<file path="src/hw/sysclk_sel_defines.svh">
`ifndef SYSCLK_SEL_DEFINES_SVH
`define SYSCLK_SEL_DEFINES_SVH

// register byte offsets
`define OFS_CTRL      8'h00
`define OFS_STATUS    8'h04
`define OFS_CFG_VIEW  8'h08
// selection codes
`define SEL_FAST_DIV    3'h7
`define SEL_LP_FAST_DIV 3'h6
`define SEL_LOW_RC      3'h5
`define SEL_SEC         3'h4
`define SEL_PRI_PLL     3'h3
`define SEL_PRI         3'h2
`define SEL_FAST_PLL    3'h1
`define SEL_FAST        3'h0
// primary mode codes
`define MODE_CRYSTAL_HI  2'h2
`define MODE_CRYSTAL_STD 2'h1
`define MODE_EXT_CLK     2'h0
`define MODE_INT         2'h3
// oscillator configuration word fields
`define CFG_OUTFN_BIT 2
`define CFG_SECPW_BIT 5
`define CFG_SWDIS_BIT 7
// control register fields
`define CTL_SEL_LSB   0
`define CTL_DIV_LSB   3
`define CTL_SWREQ_BIT 8
`define CTL_GPIO_BIT  9
`define CTL_GPOE_BIT  10
`define CTL_RESET     11'h000
// clock fail timeout
`define CLK_PERIOD_NS 100
`define FAIL_TIME_NS  100000
`define FAIL_CYCLES   ((`FAIL_TIME_NS) / (`CLK_PERIOD_NS))
`endif

</file>
<file path="src/hw/sysclk_sel_pkg.sv">
package sysclk_sel_pkg;
   typedef enum logic [0:0] {ST_POR, ST_RUN} boot_state_t;
   typedef logic [2:0] sel_code_t;
endpackage

</file>
<file path="src/hw/system_clock_source_select.sv">
// Added by the designer: the placing of the registers and register access over APB.
`timescale 1ns/1ns
`include "sysclk_sel_defines.svh"
module system_clock_source_select
   import sysclk_sel_pkg::*;
(
   input  wire logic        pclk,
   input  wire logic        presetn,
   input  wire logic [7:0]  paddr,
   input  wire logic        psel,
   input  wire logic        penable,
   input  wire logic        pwrite,
   input  wire logic [31:0] pwdata,
   output logic      [31:0] prdata,
   output logic             pready,
   output logic             pslverr,
   input  wire logic [7:0]  osc_config_word,
   input  wire logic [2:0]  osc_select_config_word,
   input  wire logic        primary_in_pin,
   input  wire logic        secondary_in_pin,
   input  wire logic        fast_rc_osc,
   input  wire logic        low_power_fast_rc_osc,
   input  wire logic        low_power_rc_osc,
   input  wire logic        pll_clock,
   output logic             sys_clock,
   output logic             instr_cycle_clock,
   output logic             pll_enable,
   output logic [1:0]       primary_mode_cfg,
   output logic [1:0]       ext_clock_range_cfg,
   output logic             secondary_power_select,
   output logic             clock_fail_monitor,
   output logic             clock_fail,
   output logic             primary_out_pin,
   output logic             primary_out_pin_oe_n
);

////////////////////////////////////////////////////////////////////////
// helpers

// true for selections that run from an internal oscillator
function automatic logic is_internal(input sel_code_t s);
   is_internal = (s == `SEL_FAST_DIV) || (s == `SEL_LP_FAST_DIV) ||
                 (s == `SEL_LOW_RC) || (s == `SEL_FAST_PLL) ||
                 (s == `SEL_FAST);
endfunction

// mode reported for a selection
function automatic logic [1:0] eff_mode(input sel_code_t s,
                                        input logic [1:0] m);
   if (is_internal(s))
      eff_mode = `MODE_INT;
   else if (s == `SEL_SEC)
      eff_mode = `MODE_EXT_CLK;
   else
      eff_mode = m;
endfunction

// post-divider toggle point, in source edges minus one
function automatic logic [7:0] div_limit(input logic [2:0] d);
   div_limit = ((8'h01 << d) >> 1) - 8'h01;
endfunction

////////////////////////////////////////////////////////////////////////
// apb slave

logic [10:0] ctrl;
logic [10:0] next_ctrl;
logic [31:0] next_prdata;
logic        next_pready;
logic        next_pslverr;
logic        access;
logic        sw_req;
boot_state_t st;
sel_code_t   act_sel;
logic [7:0]  act_cfg;
logic        sw_en;
logic        mon_en;

assign access = psel & penable & pready;
assign sw_req = access & pwrite & (paddr == `OFS_CTRL) & pwdata[`CTL_SWREQ_BIT];

// decode in setup phase, answer in access phase with no wait
always_comb begin
   next_ctrl    = ctrl;
   next_prdata  = prdata;
   next_pready  = 1'b0;
   next_pslverr = 1'b0;
   if (psel & ~penable) begin
      next_pready = 1'b1;
      case (paddr)
         `OFS_CTRL:     next_prdata = {21'h000000, ctrl};
         `OFS_STATUS:   next_prdata = {22'h000000, clock_fail, mon_en, sw_en,
                                       pll_enable, primary_mode_cfg, st == ST_RUN, act_sel};
         `OFS_CFG_VIEW: next_prdata = {24'h000000, act_cfg};
         default: begin
            next_prdata  = 32'h00000000;
            next_pslverr = 1'b1;
         end
      endcase
   end
   if (access & pwrite & (paddr == `OFS_CTRL)) begin
      next_ctrl = pwdata[10:0];
      next_ctrl[`CTL_SWREQ_BIT] = 1'b0; // request bit self-clears
   end
end

// bus registers
always_ff @(posedge pclk or negedge presetn) begin
   if (!presetn) begin
      ctrl    <= `CTL_RESET;
      prdata  <= 32'h00000000;
      pready  <= 1'b0;
      pslverr <= 1'b0;
   end else begin
      ctrl    <= next_ctrl;
      prdata  <= next_prdata;
      pready  <= next_pready;
      pslverr <= next_pslverr;
   end
end

////////////////////////////////////////////////////////////////////////
// power-on capture, clock switch and fail monitor

boot_state_t next_st;
sel_code_t   next_act_sel;
logic [7:0]  next_act_cfg;
logic        next_clock_fail;
logic [10:0] idle_cnt;
logic        fail_hit;

assign sw_en    = ~act_cfg[`CFG_SWDIS_BIT];
assign mon_en   = (act_cfg[7:6] == 2'h0);
assign fail_hit = mon_en & ~clock_fail & (idle_cnt == 11'(`FAIL_CYCLES));

// latch configuration once after reset release, then hold it; only a switch request or a clock fail changes the selection
always_comb begin
   next_st         = st;
   next_act_sel    = act_sel;
   next_act_cfg    = act_cfg;
   next_clock_fail = clock_fail;
   case (st)
      ST_POR: begin
         next_act_sel = osc_select_config_word;
         next_act_cfg = osc_config_word;
         next_st      = ST_RUN;
      end
      ST_RUN: begin
         if (fail_hit) begin
            next_clock_fail = 1'b1;
            next_act_sel    = `SEL_FAST;        // fall back to internal RC
         end else if (sw_req & sw_en) begin
            next_act_sel = pwdata[2:0];
         end
      end
      default: next_st = ST_POR;
   endcase
end

// capture registers; erased defaults until the capture
always_ff @(posedge pclk or negedge presetn) begin
   if (!presetn) begin
      st         <= ST_POR;
      act_sel    <= `SEL_FAST_DIV;
      act_cfg    <= 8'hFF;
      clock_fail <= 1'b0;
   end else begin
      st         <= next_st;
      act_sel    <= next_act_sel;
      act_cfg    <= next_act_cfg;
      clock_fail <= next_clock_fail;
   end
end

////////////////////////////////////////////////////////////////////////
// source mux, post-divider and cycle clock

logic       src_raw;
logic       src_prev;
logic       src_rise;
logic [7:0] div_cnt;
logic       div_clk;
logic       use_div;
logic       next_src_raw;
logic [7:0] next_div_cnt;
logic       next_div_clk;
logic [10:0] next_idle_cnt;
logic       next_sys;
logic       next_instr;
logic [2:0] div_sel;

assign src_rise = src_raw & ~src_prev;
assign div_sel  = ctrl[`CTL_DIV_LSB +: 3];
assign use_div  = ((act_sel == `SEL_FAST_DIV) || (act_sel == `SEL_LP_FAST_DIV)) && (div_sel != 3'h0);

// select, divide and halve the running source
always_comb begin
   case (act_sel)
      `SEL_FAST_DIV, `SEL_FAST: next_src_raw = fast_rc_osc;
      `SEL_LP_FAST_DIV: next_src_raw = low_power_fast_rc_osc;
      `SEL_LOW_RC:    next_src_raw = low_power_rc_osc;
      `SEL_SEC:       next_src_raw = secondary_in_pin;
      `SEL_PRI_PLL, `SEL_FAST_PLL: next_src_raw = pll_clock;
      `SEL_PRI:       next_src_raw = primary_in_pin;
      default:        next_src_raw = fast_rc_osc;
   endcase
   next_div_cnt = div_cnt;
   next_div_clk = div_clk;
   if (!use_div) begin
      next_div_cnt = 8'h00;
   end else if (src_rise) begin
      if (div_cnt >= div_limit(div_sel)) begin
         next_div_cnt = 8'h00;
         next_div_clk = ~div_clk;
      end else begin
         next_div_cnt = div_cnt + 8'h01;
      end
   end
   next_sys = use_div ? div_clk : src_raw;
   next_instr = (next_sys & ~sys_clock) ? ~instr_cycle_clock : instr_cycle_clock;
   if (src_rise | ~mon_en | clock_fail)
      next_idle_cnt = 11'h000;
   else if (idle_cnt != 11'(`FAIL_CYCLES))
      next_idle_cnt = idle_cnt + 11'h001;
   else
      next_idle_cnt = idle_cnt;
end

// clock path registers
always_ff @(posedge pclk or negedge presetn) begin
   if (!presetn) begin
      src_raw           <= 1'b0;
      src_prev          <= 1'b0;
      div_cnt           <= 8'h00;
      div_clk           <= 1'b0;
      idle_cnt          <= 11'h000;
      sys_clock         <= 1'b0;
      instr_cycle_clock <= 1'b0;
   end else begin
      src_raw           <= next_src_raw;
      src_prev          <= src_raw;
      div_cnt           <= next_div_cnt;
      div_clk           <= next_div_clk;
      idle_cnt          <= next_idle_cnt;
      sys_clock         <= next_sys;
      instr_cycle_clock <= next_instr;
   end
end

////////////////////////////////////////////////////////////////////////
// configuration outputs and output pin

logic [1:0] next_mode;
logic       next_pll;
logic       next_out;
logic       next_out_oe_n;
logic       crystal;

assign crystal = (next_mode == `MODE_CRYSTAL_HI) || (next_mode == `MODE_CRYSTAL_STD);

// derive reported mode, multiplier and pin use
always_comb begin
   next_mode     = eff_mode(act_sel, act_cfg[1:0]);
   next_pll      = (act_sel == `SEL_PRI_PLL) || (act_sel == `SEL_FAST_PLL);
   next_out      = 1'b0;
   next_out_oe_n = 1'b1;
   if (crystal) begin
      next_out_oe_n = 1'b1;                   // pin belongs to the crystal
   end else if (act_cfg[`CFG_OUTFN_BIT]) begin
      next_out      = next_instr;
      next_out_oe_n = 1'b0;
   end else begin
      next_out      = ctrl[`CTL_GPIO_BIT];
      next_out_oe_n = ~ctrl[`CTL_GPOE_BIT];
   end
end

// output registers
always_ff @(posedge pclk or negedge presetn) begin
   if (!presetn) begin
      pll_enable             <= 1'b0;
      primary_mode_cfg       <= `MODE_INT;
      ext_clock_range_cfg    <= 2'h3;
      secondary_power_select <= 1'b1;
      clock_fail_monitor     <= 1'b0;
      primary_out_pin        <= 1'b0;
      primary_out_pin_oe_n   <= 1'b1;
   end else begin
      pll_enable             <= next_pll;
      primary_mode_cfg       <= next_mode;
      ext_clock_range_cfg    <= act_cfg[4:3];
      secondary_power_select <= act_cfg[`CFG_SECPW_BIT];
      clock_fail_monitor     <= mon_en;
      primary_out_pin        <= next_out;
      primary_out_pin_oe_n   <= next_out_oe_n;
   end
end
endmodule

</file>
<file path="config.mk">
export PLATFORM = sky130hd
export DESIGN_NAME = system_clock_source_select
export DESIGN_NICKNAME = d
export VERILOG_FILES = /design/src/hw/sysclk_sel_pkg.sv /design/src/hw/system_clock_source_select.sv
export VERILOG_INCLUDE_DIRS = /design/src /design/src/hw
export SDC_FILE = /design/constraint.sdc
export NUM_CORES = 1
export LEC_CHECK = 0
export BUFFER_PORTS_ARGS = -buffer_cell sky130_fd_sc_hd__buf_2
export CAP_MARGIN = 20
export CORE_MARGIN = 2
export CORE_UTILIZATION = 52
export CTS_CLUSTER_DIAMETER = 150
export DETAILED_ROUTE_END_ITERATION = 6
export PLACE_DENSITY = 0.8
export SYNTH_ARGS = -nofsm -noshare
export SYNTH_HDL_FRONTEND = slang
export SYNTH_SLANG_ARGS = --single-unit
</file>
<file path="constraint.sdc">
create_clock -name pclk -period 3.6 [get_ports pclk]
set_input_delay 0.36 -clock pclk [delete_from_list [all_inputs] [get_ports pclk]]
set_output_delay 0.36 -clock pclk [all_outputs]
set_load 0.005 [all_outputs]
</file>
; ---- Yosys cells after proc, flatten, opt, wreduce, memory -nomap -nowiden
; Index checks and enable logic that the tools add are counted.
[classes]
n_addsub = 3
n_lt_le_gt_ge = 1
eq_ne = 15
shifts = 1
n_mux = 21
bitwise_logic = 23
n_reduce_logical = 17
[ops]
columns = operator, count
row1 = $pmux W11 S3, 1
row2 = $mux W8, 3
row3 = $mux W11, 2
row4 = $eq A3 B3 Y1 const B, 4
row5 = $add A11 B1 Y11 const B, 1
row6 = $and A1 B1 Y1, 11
row7 = $eq A11 B10 Y1 const B, 1
row8 = $ne A11 B10 Y1 const B, 1
row9 = $not A1 Y1, 10
row10 = $mux W1, 9
row11 = $add A8 B1 Y8 const B, 1
row12 = $eq A8 B3 Y1 const B, 1
row13 = $eq A8 B4 Y1 const B, 1
row14 = $ge A8 B8 Y1, 1
row15 = $logic_not A8 Y1, 1
row16 = $shl A1 B3 Y8 const A, 1
row17 = $sub A7 B1 Y8 const B, 1
row18 = $eq A3 B2 Y1 const B, 2
row19 = $logic_or A1 B1 Y1, 6
row20 = $mux W3, 2
row21 = $pmux W1 S6, 1
row22 = $pmux W3 S2, 1
row23 = $mux W2, 2
row24 = $reduce_or A2 Y1, 2
row25 = other kinds (14), 15
[totals]
reg_bits = 90
input_bits = 62
out_inout_bits = 46

; ---- Depth between registers and ports, before layout
; Gate-level depths: netlist of the first run.
[depth]
ltp_word = 9
mapped_depth = 13
mapped_depth_nobuf = 12

; ---- Least setup slack after synthesis of the first run
; No wires, ideal clock.
[synth_path]
path_type = reg-to-reg
startpoint = register ctrl[4]
endpoint = register div_cnt[2]
setup_time_ns = 0.116
arrival_time_ns = 2.759
path_slack_ns = 0.726
path_stages_with_launch = 13
path_buffers = 1
cell_sequence = dfrtp_1 -> buf_6 -> inv_1 -> or3_1 -> ha_1 -> inv_1 -> xnor2_1 -> ha_1 -> a211oi_1 -> o21ai_1 -> a211oi_4 -> nand2_1 -> o311ai_0
[synth_between]
elab_chain_cells = 6
elab_cells_between_ends = 9
classes_between = 1 x add/sub / 1 x order compare / 1 x eq/ne / 1 x shift / 3 x mux / 2 x reduce/logical
[synth_rtl]
columns = element, line
row1 = "start, declared", system_clock_source_select.sv:66  ; logic [10:0] ctrl;
row2 = "start signal, assigned", system_clock_source_select.sv:110  ; ctrl <= `CTL_RESET;
row3 = "start signal, assigned", system_clock_source_select.sv:115  ; ctrl <= next_ctrl;
row4 = $shl A1 B3 Y8, system_clock_source_select.sv:60  ; div_limit = ((8'h01 << d) >> 1) - 8'h01;
row5 = $sub A7 B1 Y8, system_clock_source_select.sv:60
row6 = $ge A8 B8 Y1, system_clock_source_select.sv:212  ; if (div_cnt >= div_limit(div_sel)) begin
row7 = $mux W8, system_clock_source_select.sv:212
row8 = $mux W8, system_clock_source_select.sv:211  ; end else if (src_rise) begin
row9 = $mux W8, system_clock_source_select.sv:209  ; if (!use_div) begin
row10 = "end signal, assigned", system_clock_source_select.sv:242  ; div_cnt <= next_div_cnt;
row11 = "end, declared", system_clock_source_select.sv:181  ; logic [7:0] div_cnt;
; Parallel ways exist; a longest one is shown, timed or not. The select of a mux whose other input is x is not followed.
; A chain may end at the register's enable or synchronous reset.

; ---- Final worst setup path of the first run
[layout_path]
startpoint = register ctrl[5]
endpoint = register div_cnt[3]
; Same word-level chain as after synthesis.

==> out/metrics.csv, run 1 <==
metric;value;unit
clock_latency;0.35;ns
p_leak;0.00198;uW
rsz0062_at_grt;false;
overflow;0;
syn_avg_cell_area;10.5;um^2
violations;negative hold slack;
cts_setup_buffers;0;
grt_max_degree;27;
core;0.00679;mm^2
ctsHoldBuffers;0;
design_area;0.00418;mm^2
first_pass_iters;4;
yosys.area.top_type;dfrtp_1;
ys_warn_count;0;
vdd_ir_drop_max;293;uV
fin_crit_sh;86.9;%
criticalPathCategory;flip-flop to flip-flop;
synth_top_area_share;35.7;%
cts_tree;yes;
final_core_util;61.5;%
cts_buffers;9;
critPathTopFamily;compound AO/OA/AOI/OAI gates;
cp.arrival;3.38;ns
cp_max_fo;10;
reg2reg_slack;0.47;ns
placed_cell_area;0.00399;mm^2
rows;30;
cp.required;3.85;ns
synth_ff_type;dfrtp_1;
wl_per_cell;14.7;um
drt_iter0_drc;168;
power_density;391;mW/mm^2
wl;7.58;mm
max_freq;320;MHz
crit_buf_inv;2;
timing.slew.headroom;45.9;%
ant_nets;0;
setup_tns;0;ns
clk_path_buf_depth;2;
final_cell_mix;buf_2, dfrtp_1, nand2_1;
hold_slack;-0.000305;ns
io_buffers;65;
drive_gt1_share;30.2;%
finalHoldViolations;1;
cts_resized;0;
design.die.area;0.00770;mm^2
syn-cell-area;0.00365;mm^2
cp-end-kind;flip-flop;
cp_cell_sequence;inv_1 -> nand3_1 -> ha_1 -> inv_1 -> xnor2_1 -> ha_1 -> a211oi_1 -> o21ai_1 -> a211oi_4 -> nand2_1 -> o311ai_1;
cts_root_buffer;clkbuf_8;
worstMarginPinSlew;0.801;ns
dieHeight;87.8;um
synth-edff-count;0;
drv_slew;0;
viasPerCell;5.36;
ff2ff_path_depth;11;
outcome;finished with violations;
dp_hpwl;5.67;mm
io_pins;108;
start_util;53.7;%
cts.clk_slew.worst_paths;0.09;ns
place_congestion;0.831;
mostFrequentLayoutCell;buf_2;
grt_pass1_vias;2653;
nNetsFinal;493;
start_kind;flip-flop;
synth_area_leaders;dfrtp_1, dfstp_2, mux2_2, ha_1, buf_4;
die_x;87.8;um
area_delta_synth_final;14.5;%
via_count;2764;
grt_usage;21.0;%
skew;0.00997;ns
synth-seq-cells;69;
syn-instance-count;346;
synth_async_sr_flop_share;100;%
reg2reg_from;ctrl[5];
drc_errors;0;
grt_pass1_wl;12.4;mm
hold_class;input port to asynchronous set/reset pin;
cap_violations;0;
timing.final.crit_period;3.13;ns
diodes;0;
cts_sinks;69;
cp_slowest_cell;dfrtp_1;
seq_area_frac_synth;47.9;%
cts-htree-levels;3;
antenna_found_initial;0;
cpPeakStageDelay;0.51;ns
synth_cell_types;50;
worst-path-stages;11;
worstReg2RegEnd;div_cnt[3];
setup_viol_count_final;0;
worst reg2reg max path: cells and delay by family (launching register included):
family	cells	cell delay (ns)
AOI/OAI and AO/OA	4	1.16
adders and majority gates	2	0.54
DFF	1	0.51
and+or+nand+nor	2	0.38
buffers and inverters	2	0.33
xor gates and xnor gates	1	0.13
cells by family after synthesis:
| group | synth area share (%) |
|---|---|
| buffers and inverters | 6.86 |
| AND/OR/NAND/NOR | 14.4 |
| AO/OA/AOI/OAI | 12.0 |
| flip-flops | 47.9 |
| adder cells (fa/ha/maj) | 5.49 |
| multiplexers | 10.5 |
| XOR/XNOR | 2.64 |
| other | 0.206 |
flip-flops by register name, indices dropped and copies added (netlist names), 2 cells and up:
name / cells
ext_clock_range_cfg: 2
div_cnt: 8
primary_mode_cfg: 2
prdata: 11
act_cfg: 8
act_sel: 3
idle_cnt: 11
ctrl: 10
report_power, final:
| part | switching [uW] | leakage, uW | internal (uW) |
|---|---|---|---|
| clock | 330 | 0.0000921 | 260 |
| combinational | 93.4 | 0.00100 | 80.9 |
| sequential | 38.8 | 0.000889 | 831 |
| total | 462 | 0.00198 | 1170 |
metrics by stage:
| stage | std cells | power (uW) | worst slack (ns) |
|---|---|---|---|
| floorplan | 366 | 985 | 0.726 |
| global placement | 500 | 1050 | 0.638 |
| detailed placement | 500 | 1060 | 0.495 |
| CTS | 516 | 1640 | 0.506 |
| global route | 516 | 1710 | 0.237 |
| finish | 516 | 1630 | 0.470 |
cells in the mapped netlist (2+ instances only):
master / n
a211oi_1: 2
a21oi_1: 12
a22o_1: 7
and2_1: 2
and3_1: 2
buf_4: 21
clkbuf_1: 7
conb_1: 2
dfrtp_1: 52
dfstp_2: 17
ha_1: 16
inv_1: 12
mux2_2: 19
mux2i_1: 13
nand2_1: 38
nand2b_1: 7
nand3_1: 19
nand3b_1: 2
nand4_1: 2
nor2_1: 18
nor2b_1: 4
nor3_1: 5
nor4_1: 2
o211ai_1: 3
o21a_1: 2
o21ai_0: 17
o22ai_1: 5
o311ai_1: 4
o41ai_1: 2
or3_1: 3
xnor2_1: 6
xor2_1: 5
final cells by class:
cell class                      instances  area [um^2]
Clock buffer                            9          124
Fill cell                             548         2620
Multi-Input combinational cell        254         1720
Inverter                               12         45.0
Tap cell                               96          120
Sequential cell                        69         1750
Clock inverter                          7         58.8
Timing Repair Buffer                   69          355
worst max-delay path by stage:
stage	start	endpoint	slack, ns
floorplan	ctrl[4]	div_cnt[2]	0.73
global placement	ctrl[5]	div_cnt[2]	0.64
detailed placement	ctrl[5]	div_cnt[2]	0.49
CTS	ctrl[5]	div_cnt[3]	0.51
global route	ctrl[5]	div_cnt[2]	0.24
finish	ctrl[5]	div_cnt[3]	0.47
per-layer routing:
metal  vias up  GRT usage [%]  share of wire, %
met4         0           7.13               1.3
li1       1327              -                 -
met3        12           4.52               7.2
met2       114           34.0                48
met1      1311           28.2                43
met5         -              0                 0
Power figures use the tool's default switching activity.
==> run 2: changes to the inputs <==
--- a/config.mk
+++ b/config.mk
@@ -8,7 +8,7 @@
 export LEC_CHECK = 0
 export BUFFER_PORTS_ARGS = -buffer_cell sky130_fd_sc_hd__buf_2
 export CAP_MARGIN = 20
-export CORE_MARGIN = 2
+export CORE_MARGIN = 8
 export CORE_UTILIZATION = 52
 export CTS_CLUSTER_DIAMETER = 150
 export DETAILED_ROUTE_END_ITERATION = 6
==> run 2 against run 1 <==
Effect of this change:
- the run now ends clean
- first-iteration DRC count decreased by 43%
- critical path type unchanged
- power increased by 5.9%
- clock skew about the same
- cell area increased by 0.78%
- register-to-register slack improved by 0.05 ns
- routed wire length increased by 7.0%
- critical endpoint is now div_cnt[5]
- via count decreased by 1.2%
- sequential power about the same
- global-route usage decreased by 4.7 points
==> out/metrics.csv, run 2 (synthesized netlist as in run 1, its figures left out) <==
metric;value;unit;change
final-seq-area;0.00175;mm^2;unchanged
area_delta_synth_final;15.4;%;was 14.5%
nNetsFinal;493;;unchanged
io_buffers;65;;unchanged
first_pass_iters;4;;unchanged
cts_buffers;9;;unchanged
timing.final.crit_period;3.08;ns;was 3.13 ns
clk_path_buf_depth;2;;unchanged
cap_violations;0;;unchanged
vdd_ir_drop_max;276;uV;was 293 uV
overflow;0;;unchanged
dp_hpwl;6.14;mm;was 5.67 mm
wl;8.11;mm;was 7.58 mm
drt_iter0_drc;95;;was 168
power_frac_comb;10.1;%;was 10.7%
power_switching;417;uW;was 462 uW
setup_viol_count_final;0;;unchanged
place_congestion;0.828;;was 0.831
power_frac_seq;50.3;%;was 53.2%
outcome;complete, no violations;;was finished with violations
fin_crit_sh;85.6;%;was 86.9%
cp.required;3.82;ns;was 3.85 ns
skew;0.0100;ns;was 0.00997 ns
core;0.00679;mm^2;unchanged
ant_nets;0;;unchanged
start_kind;flip-flop;;unchanged
multi_input_area;0.00172;mm^2;unchanged
cts_root_buffer;clkbuf_8;;unchanged
clkPwrFrac;39.6;%;was 36.1%
final_cell_mix;buf_2, dfrtp_1, nand2_1;;unchanged
worstMarginPinSlew;0.837;ns;was 0.801 ns
grt_usage;16.3;%;was 21.0%
design.die.area;0.00995;mm^2;was 0.00770 mm^2
drive_gt1_share;29.8;%;was 30.2%
max_freq;325;MHz;was 320 MHz
dieHeight;99.8;um;was 87.8 um
start_util;53.7;%;unchanged
grt_max_degree;48;;was 27
grt_pass1_wl;13.0;mm;was 12.4 mm
reg2reg_slack;0.52;ns;was 0.47 ns
timing.slew.headroom;43.5;%;was 45.9%
p_int;1310;uW;was 1170 uW
criticalPathCategory;flip-flop to flip-flop;;unchanged
finalHoldViolations;0;;was 1
io_pins;108;;unchanged
wl_per_cell;15.8;um;was 14.7 um
nFillCells;544;;was 548
cp-end-kind;flip-flop;;unchanged
cts_sinks;69;;unchanged
diodes;0;;unchanged
antenna_found_initial;0;;unchanged
die_x;99.8;um;was 87.8 um
power_density;411;mW/mm^2;was 391 mW/mm^2
p_leak;0.00200;uW;was 0.00198 uW
setup_tns;0;ns;unchanged
cp.arrival;3.30;ns;was 3.38 ns
via_count;2730;;was 2764
grt_pass1_vias;2686;;was 2653
rsz0062_at_grt;false;;unchanged
drv_slew;0;;unchanged
top_regs;idle_cnt (11), prdata (11), ctrl (10);;unchanged
cts.clk_slew.worst_paths;0.07;ns;was 0.09 ns
cp_max_fo;10;;unchanged
drc_errors;0;;unchanged
rows;30;;unchanged
switching_share;24.1;%;was 28.3%
viasPerCell;5.30;;was 5.36
clock_latency;0.34;ns;was 0.35 ns
hold_class;input port to flip-flop;;was input port to asynchronous set/reset pin
mostFrequentLayoutCell;buf_2;;unchanged
cts_tree;yes;;unchanged
power.total;1730;uW;was 1630 uW
cts-htree-levels;3;;unchanged
[run 2: changes by cell type in the layout (fill, tap and decap cells not counted), sizes merged]
cell         change
clkbuf           +1
inv              -3
buf              -1
clkinvlp         -1
dlygate4sd3      +1
bufinv           +2
[run 2: power groups by stage]
stage          Sequential, uW  Clock, uW  Combinational, uW
2_1_floorplan             873          0                112
3_3_place_gp              882          0                171
3_5_place_dp              884          0                174
4_1_cts                   870        695                176
5_1_grt                   877        724                193
6_report                  871        685                175
[run 2: worst paths after layout]
path,start,end,depth (start not counted)
min in group asynchronous,presetn,idle_cnt[2],2
hold / removal,osc_select_config_word[2],act_sel[2],3
setup / recovery,ctrl[5],div_cnt[5],11
hold reg to reg,act_cfg[5],secondary_power_select,0
max in group asynchronous,presetn,secondary_power_select,3
setup reg to reg,ctrl[5],div_cnt[5],11
[run 2: layout make-up]
class	count	share of cell area, %
Clock inverter	5	1.78
Inverter	12	1.07
Timing Repair Buffer	69	8.50
Multi-Input combinational cell	254	41.0
Sequential cell	69	41.5
Clock buffer	10	3.27
Tap cell	96	2.85
[run 2: worst max-delay path, cell delays in order, from the launching register on]
cell	delay, ns
dfrtp_1	0.50
inv_1	0.21
nand3_1	0.16
ha_1	0.26
inv_1	0.12
xnor2_1	0.13
ha_1	0.26
a211oi_1	0.24
o21ai_1	0.16
a211oi_4	0.42
nand2_1	0.20
o311ai_1	0.33
[run 2: metal layers]
| metal | GRT usage, % | share of wire [%] | vias up |
|---|---|---|---|
| li1 | - | - | 1314 |
| met1 | 20.6 | 44 | 1316 |
| met2 | 26.5 | 48 | 90 |
| met3 | 3.98 | 6.8 | 10 |
| met4 | 5.12 | 1.3 | 0 |
| met5 | 0 | 0 | - |
[run 2: through the flow]
| stage | util [%] | setup WS [ns] | instance area (um^2) | instances | hold slack, ns |
|---|---|---|---|---|---|
| finish | 61.9 | 0.518 | 4210 | 515 | 0.229 |
| global route | 61.9 | 0.225 | 4210 | 515 | 0.240 |
| CTS | 61.9 | 0.512 | 4210 | 515 | 0.222 |
| detailed placement | 58.7 | 0.546 | 3990 | 499 | 0.359 |
| global placement | 58.7 | 0.641 | 3990 | 499 | 0.355 |
| floorplan | - | 0.726 | 3720 | 366 | 0.0644 |
[run 2: what timing repair did]
action / in CTS / in global routing
hold buffers: 1 / 0
hold endpoints to repair: 1 / 0
gates resized for setup: 0 / 0
buffers inserted: 0 / 0
endpoints found under the setup margin: 0 / 0
==> run 3: changes to the inputs <==
--- a/config.mk
+++ b/config.mk
@@ -6,7 +6,7 @@
 export SDC_FILE = /design/constraint.sdc
 export NUM_CORES = 1
 export LEC_CHECK = 0
-export BUFFER_PORTS_ARGS = -buffer_cell sky130_fd_sc_hd__buf_2
+export BUFFER_PORTS_ARGS = -buffer_cell sky130_fd_sc_hd__buf_4
 export CAP_MARGIN = 20
 export CORE_MARGIN = 8
 export CORE_UTILIZATION = 52
==> run 3 against run 2 <==
Effect of this change:
- clock power rose by 1%
- final cell count fell by 0.19%
- clock skew rose by 0.0016 ns
- critical path type unchanged
- sequential share of layout area fell by 1.4 points
- routed wire length rose by 2.3%
- combinational power rose by 13%
- largest cell class unchanged
==> out/metrics.csv, run 3 (synthesized netlist as in run 1, its figures left out) <==
metric;value;unit;change
outcome;complete, no violations;;unchanged
power_density;404;mW/mm^2;was 411 mW/mm^2
cts_buffers;9;;unchanged
cp_max_fo;10;;unchanged
cts_tree;yes;;unchanged
cts.clk_slew.worst_paths;0.07;ns;about the same
drc_errors;0;;unchanged
grt_max_degree;70;;was 48
first_pass_iters;4;;unchanged
finalWorstSetupSlack;0.476;ns;was 0.518 ns
hold_class;input port to asynchronous set/reset pin;;was input port to flip-flop
cts_root_buffer;clkbuf_8;;unchanged
overflow;0;;unchanged
cap_violations;0;;unchanged
drive_gt1_share;29.4;%;was 29.8%
ff2ff_path_depth;11;;unchanged
vdd_ir_drop_max;289;uV;was 276 uV
cts-htree-levels;3;;unchanged
worstReg2RegEnd;div_cnt[5];;unchanged
cp-end-kind;flip-flop;;unchanged
timing.final.crit_period;3.12;ns;was 3.08 ns
rows;30;;unchanged
wl;8.30;mm;was 8.11 mm
cts_setup_buffers;0;;unchanged
final_cell_mix;buf_4, dfrtp_1, nand2_1;;was buf_2, dfrtp_1, nand2_1
grt_pass1_vias;2864;;was 2686
start_kind;flip-flop;;unchanged
start_util;53.7;%;unchanged
design.die.area;0.00995;mm^2;unchanged
ctsHoldBuffers;0;;was 1
diodes;0;;unchanged
worstMarginPinSlew;0.834;ns;was 0.837 ns
dp_slack;0.486;ns;was 0.546 ns
reg2reg_from;ctrl[5];;unchanged
area_delta_synth_final;19.5;%;was 15.4%
setup_tns;0;ns;unchanged
die_x;99.8;um;unchanged
clk_path_buf_depth;2;;unchanged
place_congestion;0.817;;was 0.828
criticalPathCategory;flip-flop to flip-flop;;unchanged
p_leak;0.00203;uW;was 0.00200 uW
grt_usage;17.1;%;was 16.3%
cts_resized;0;;unchanged
dp_hpwl;6.27;mm;was 6.14 mm
drt_iter0_drc;125;;was 95
rsz0062_at_grt;false;;unchanged
viasPerCell;5.31;;was 5.30
fin_crit_sh;86.8;%;was 85.6%
io_pins;108;;unchanged
top_regs;idle_cnt (11), prdata (11), ctrl (10);;unchanged
ant_nets;0;;unchanged
nNetsFinal;491;;was 493
skew;0.0116;ns;was 0.0100 ns
reg2reg_slack;0.48;ns;was 0.52 ns
dieHeight;99.8;um;unchanged
io_buffers;65;;unchanged
timing.slew.headroom;43.7;%;was 43.5%
via_count;2731;;was 2730
cp.arrival;3.35;ns;was 3.30 ns
finalHoldViolations;0;;unchanged
drv_slew;0;;unchanged
setup_viol_count_final;0;;unchanged
mostFrequentLayoutCell;buf_4;;was buf_2
cts_sinks;69;;unchanged
antenna_found_initial;0;;unchanged
grt_pass1_wl;13.6;mm;was 13.0 mm
clock_latency;0.34;ns;about the same
power.total;1760;uW;was 1730 uW
wl_per_cell;16.1;um;was 15.8 um
core;0.00679;mm^2;unchanged
max_freq;320;MHz;was 325 MHz
cp.required;3.82;ns;about the same
-- run 3: cell types whose count changed in the layout (fill, tap and decap cells not counted) --
cell           previous run  this run
buf_4                     3        67
clkinv_2                  3         1
buf_2                    65         0
clkbuf_1                  0         2
dlygate4sd3_1             1         0
clkinvlp_4                0         1
-- run 3: worst max-delay path by stage --
stage,to,cells past startpoint,startpoint,slack [ns]
after global placement,div_cnt[2],11,ctrl[5],0.65
final,div_cnt[5],11,ctrl[5],0.48
after global routing,div_cnt[2],10,ctrl[5],0.19
after CTS,div_cnt[5],11,ctrl[5],0.49
after detailed placement,div_cnt[5],11,ctrl[5],0.49
after floorplan,div_cnt[2],12,ctrl[4],0.73
-- run 3: routing by layer --
layer	global-route usage, %	part of all wire, %	vias to the layer above
met5	0	0	-
met4	6.05	2.1	0
met3	5.80	6.6	16
met2	27.2	48	91
met1	20.9	43	1309
li1	-	-	1315
-- run 3: final cells by class --
type,count,area [um^2]
sequential,69,1750
tap,96,120
fill,545,2440
clock inverter,4,72.6
inverter,12,45.0
timing repair buffer,67,503
multi-input combinational,254,1720
clock buffer,12,145
-- run 3: per-stage QoR --
stage / instances / util [%] / area (um^2) / hold slack (ns)
2_1_floorplan: 366 / - / 3720 / 0.0644
3_3_place_gp: 498 / 60.9 / 4140 / 0.367
3_5_place_dp: 498 / 60.9 / 4140 / 0.369
4_1_cts: 514 / 64.1 / 4360 / 0.150
5_1_grt: 514 / 64.1 / 4360 / 0.193
6_report: 514 / 64.1 / 4360 / 0.126
-- run 3: critical path: stages (launching register included) --
cell,delay [ns]
dfrtp_1,0.50
inv_1,0.20
nand3_1,0.16
ha_1,0.26
inv_1,0.11
xnor2_1,0.13
ha_1,0.26
a211oi_1,0.24
o21ai_1,0.16
a211oi_4,0.42
nand2_1,0.21
o311ai_1,0.36
-- run 3: power by group --
part	internal [uW]	total, uW	switching (uW)
Sequential	832	870	38.0
Clock	409	694	286
Combinational	103	198	94.7
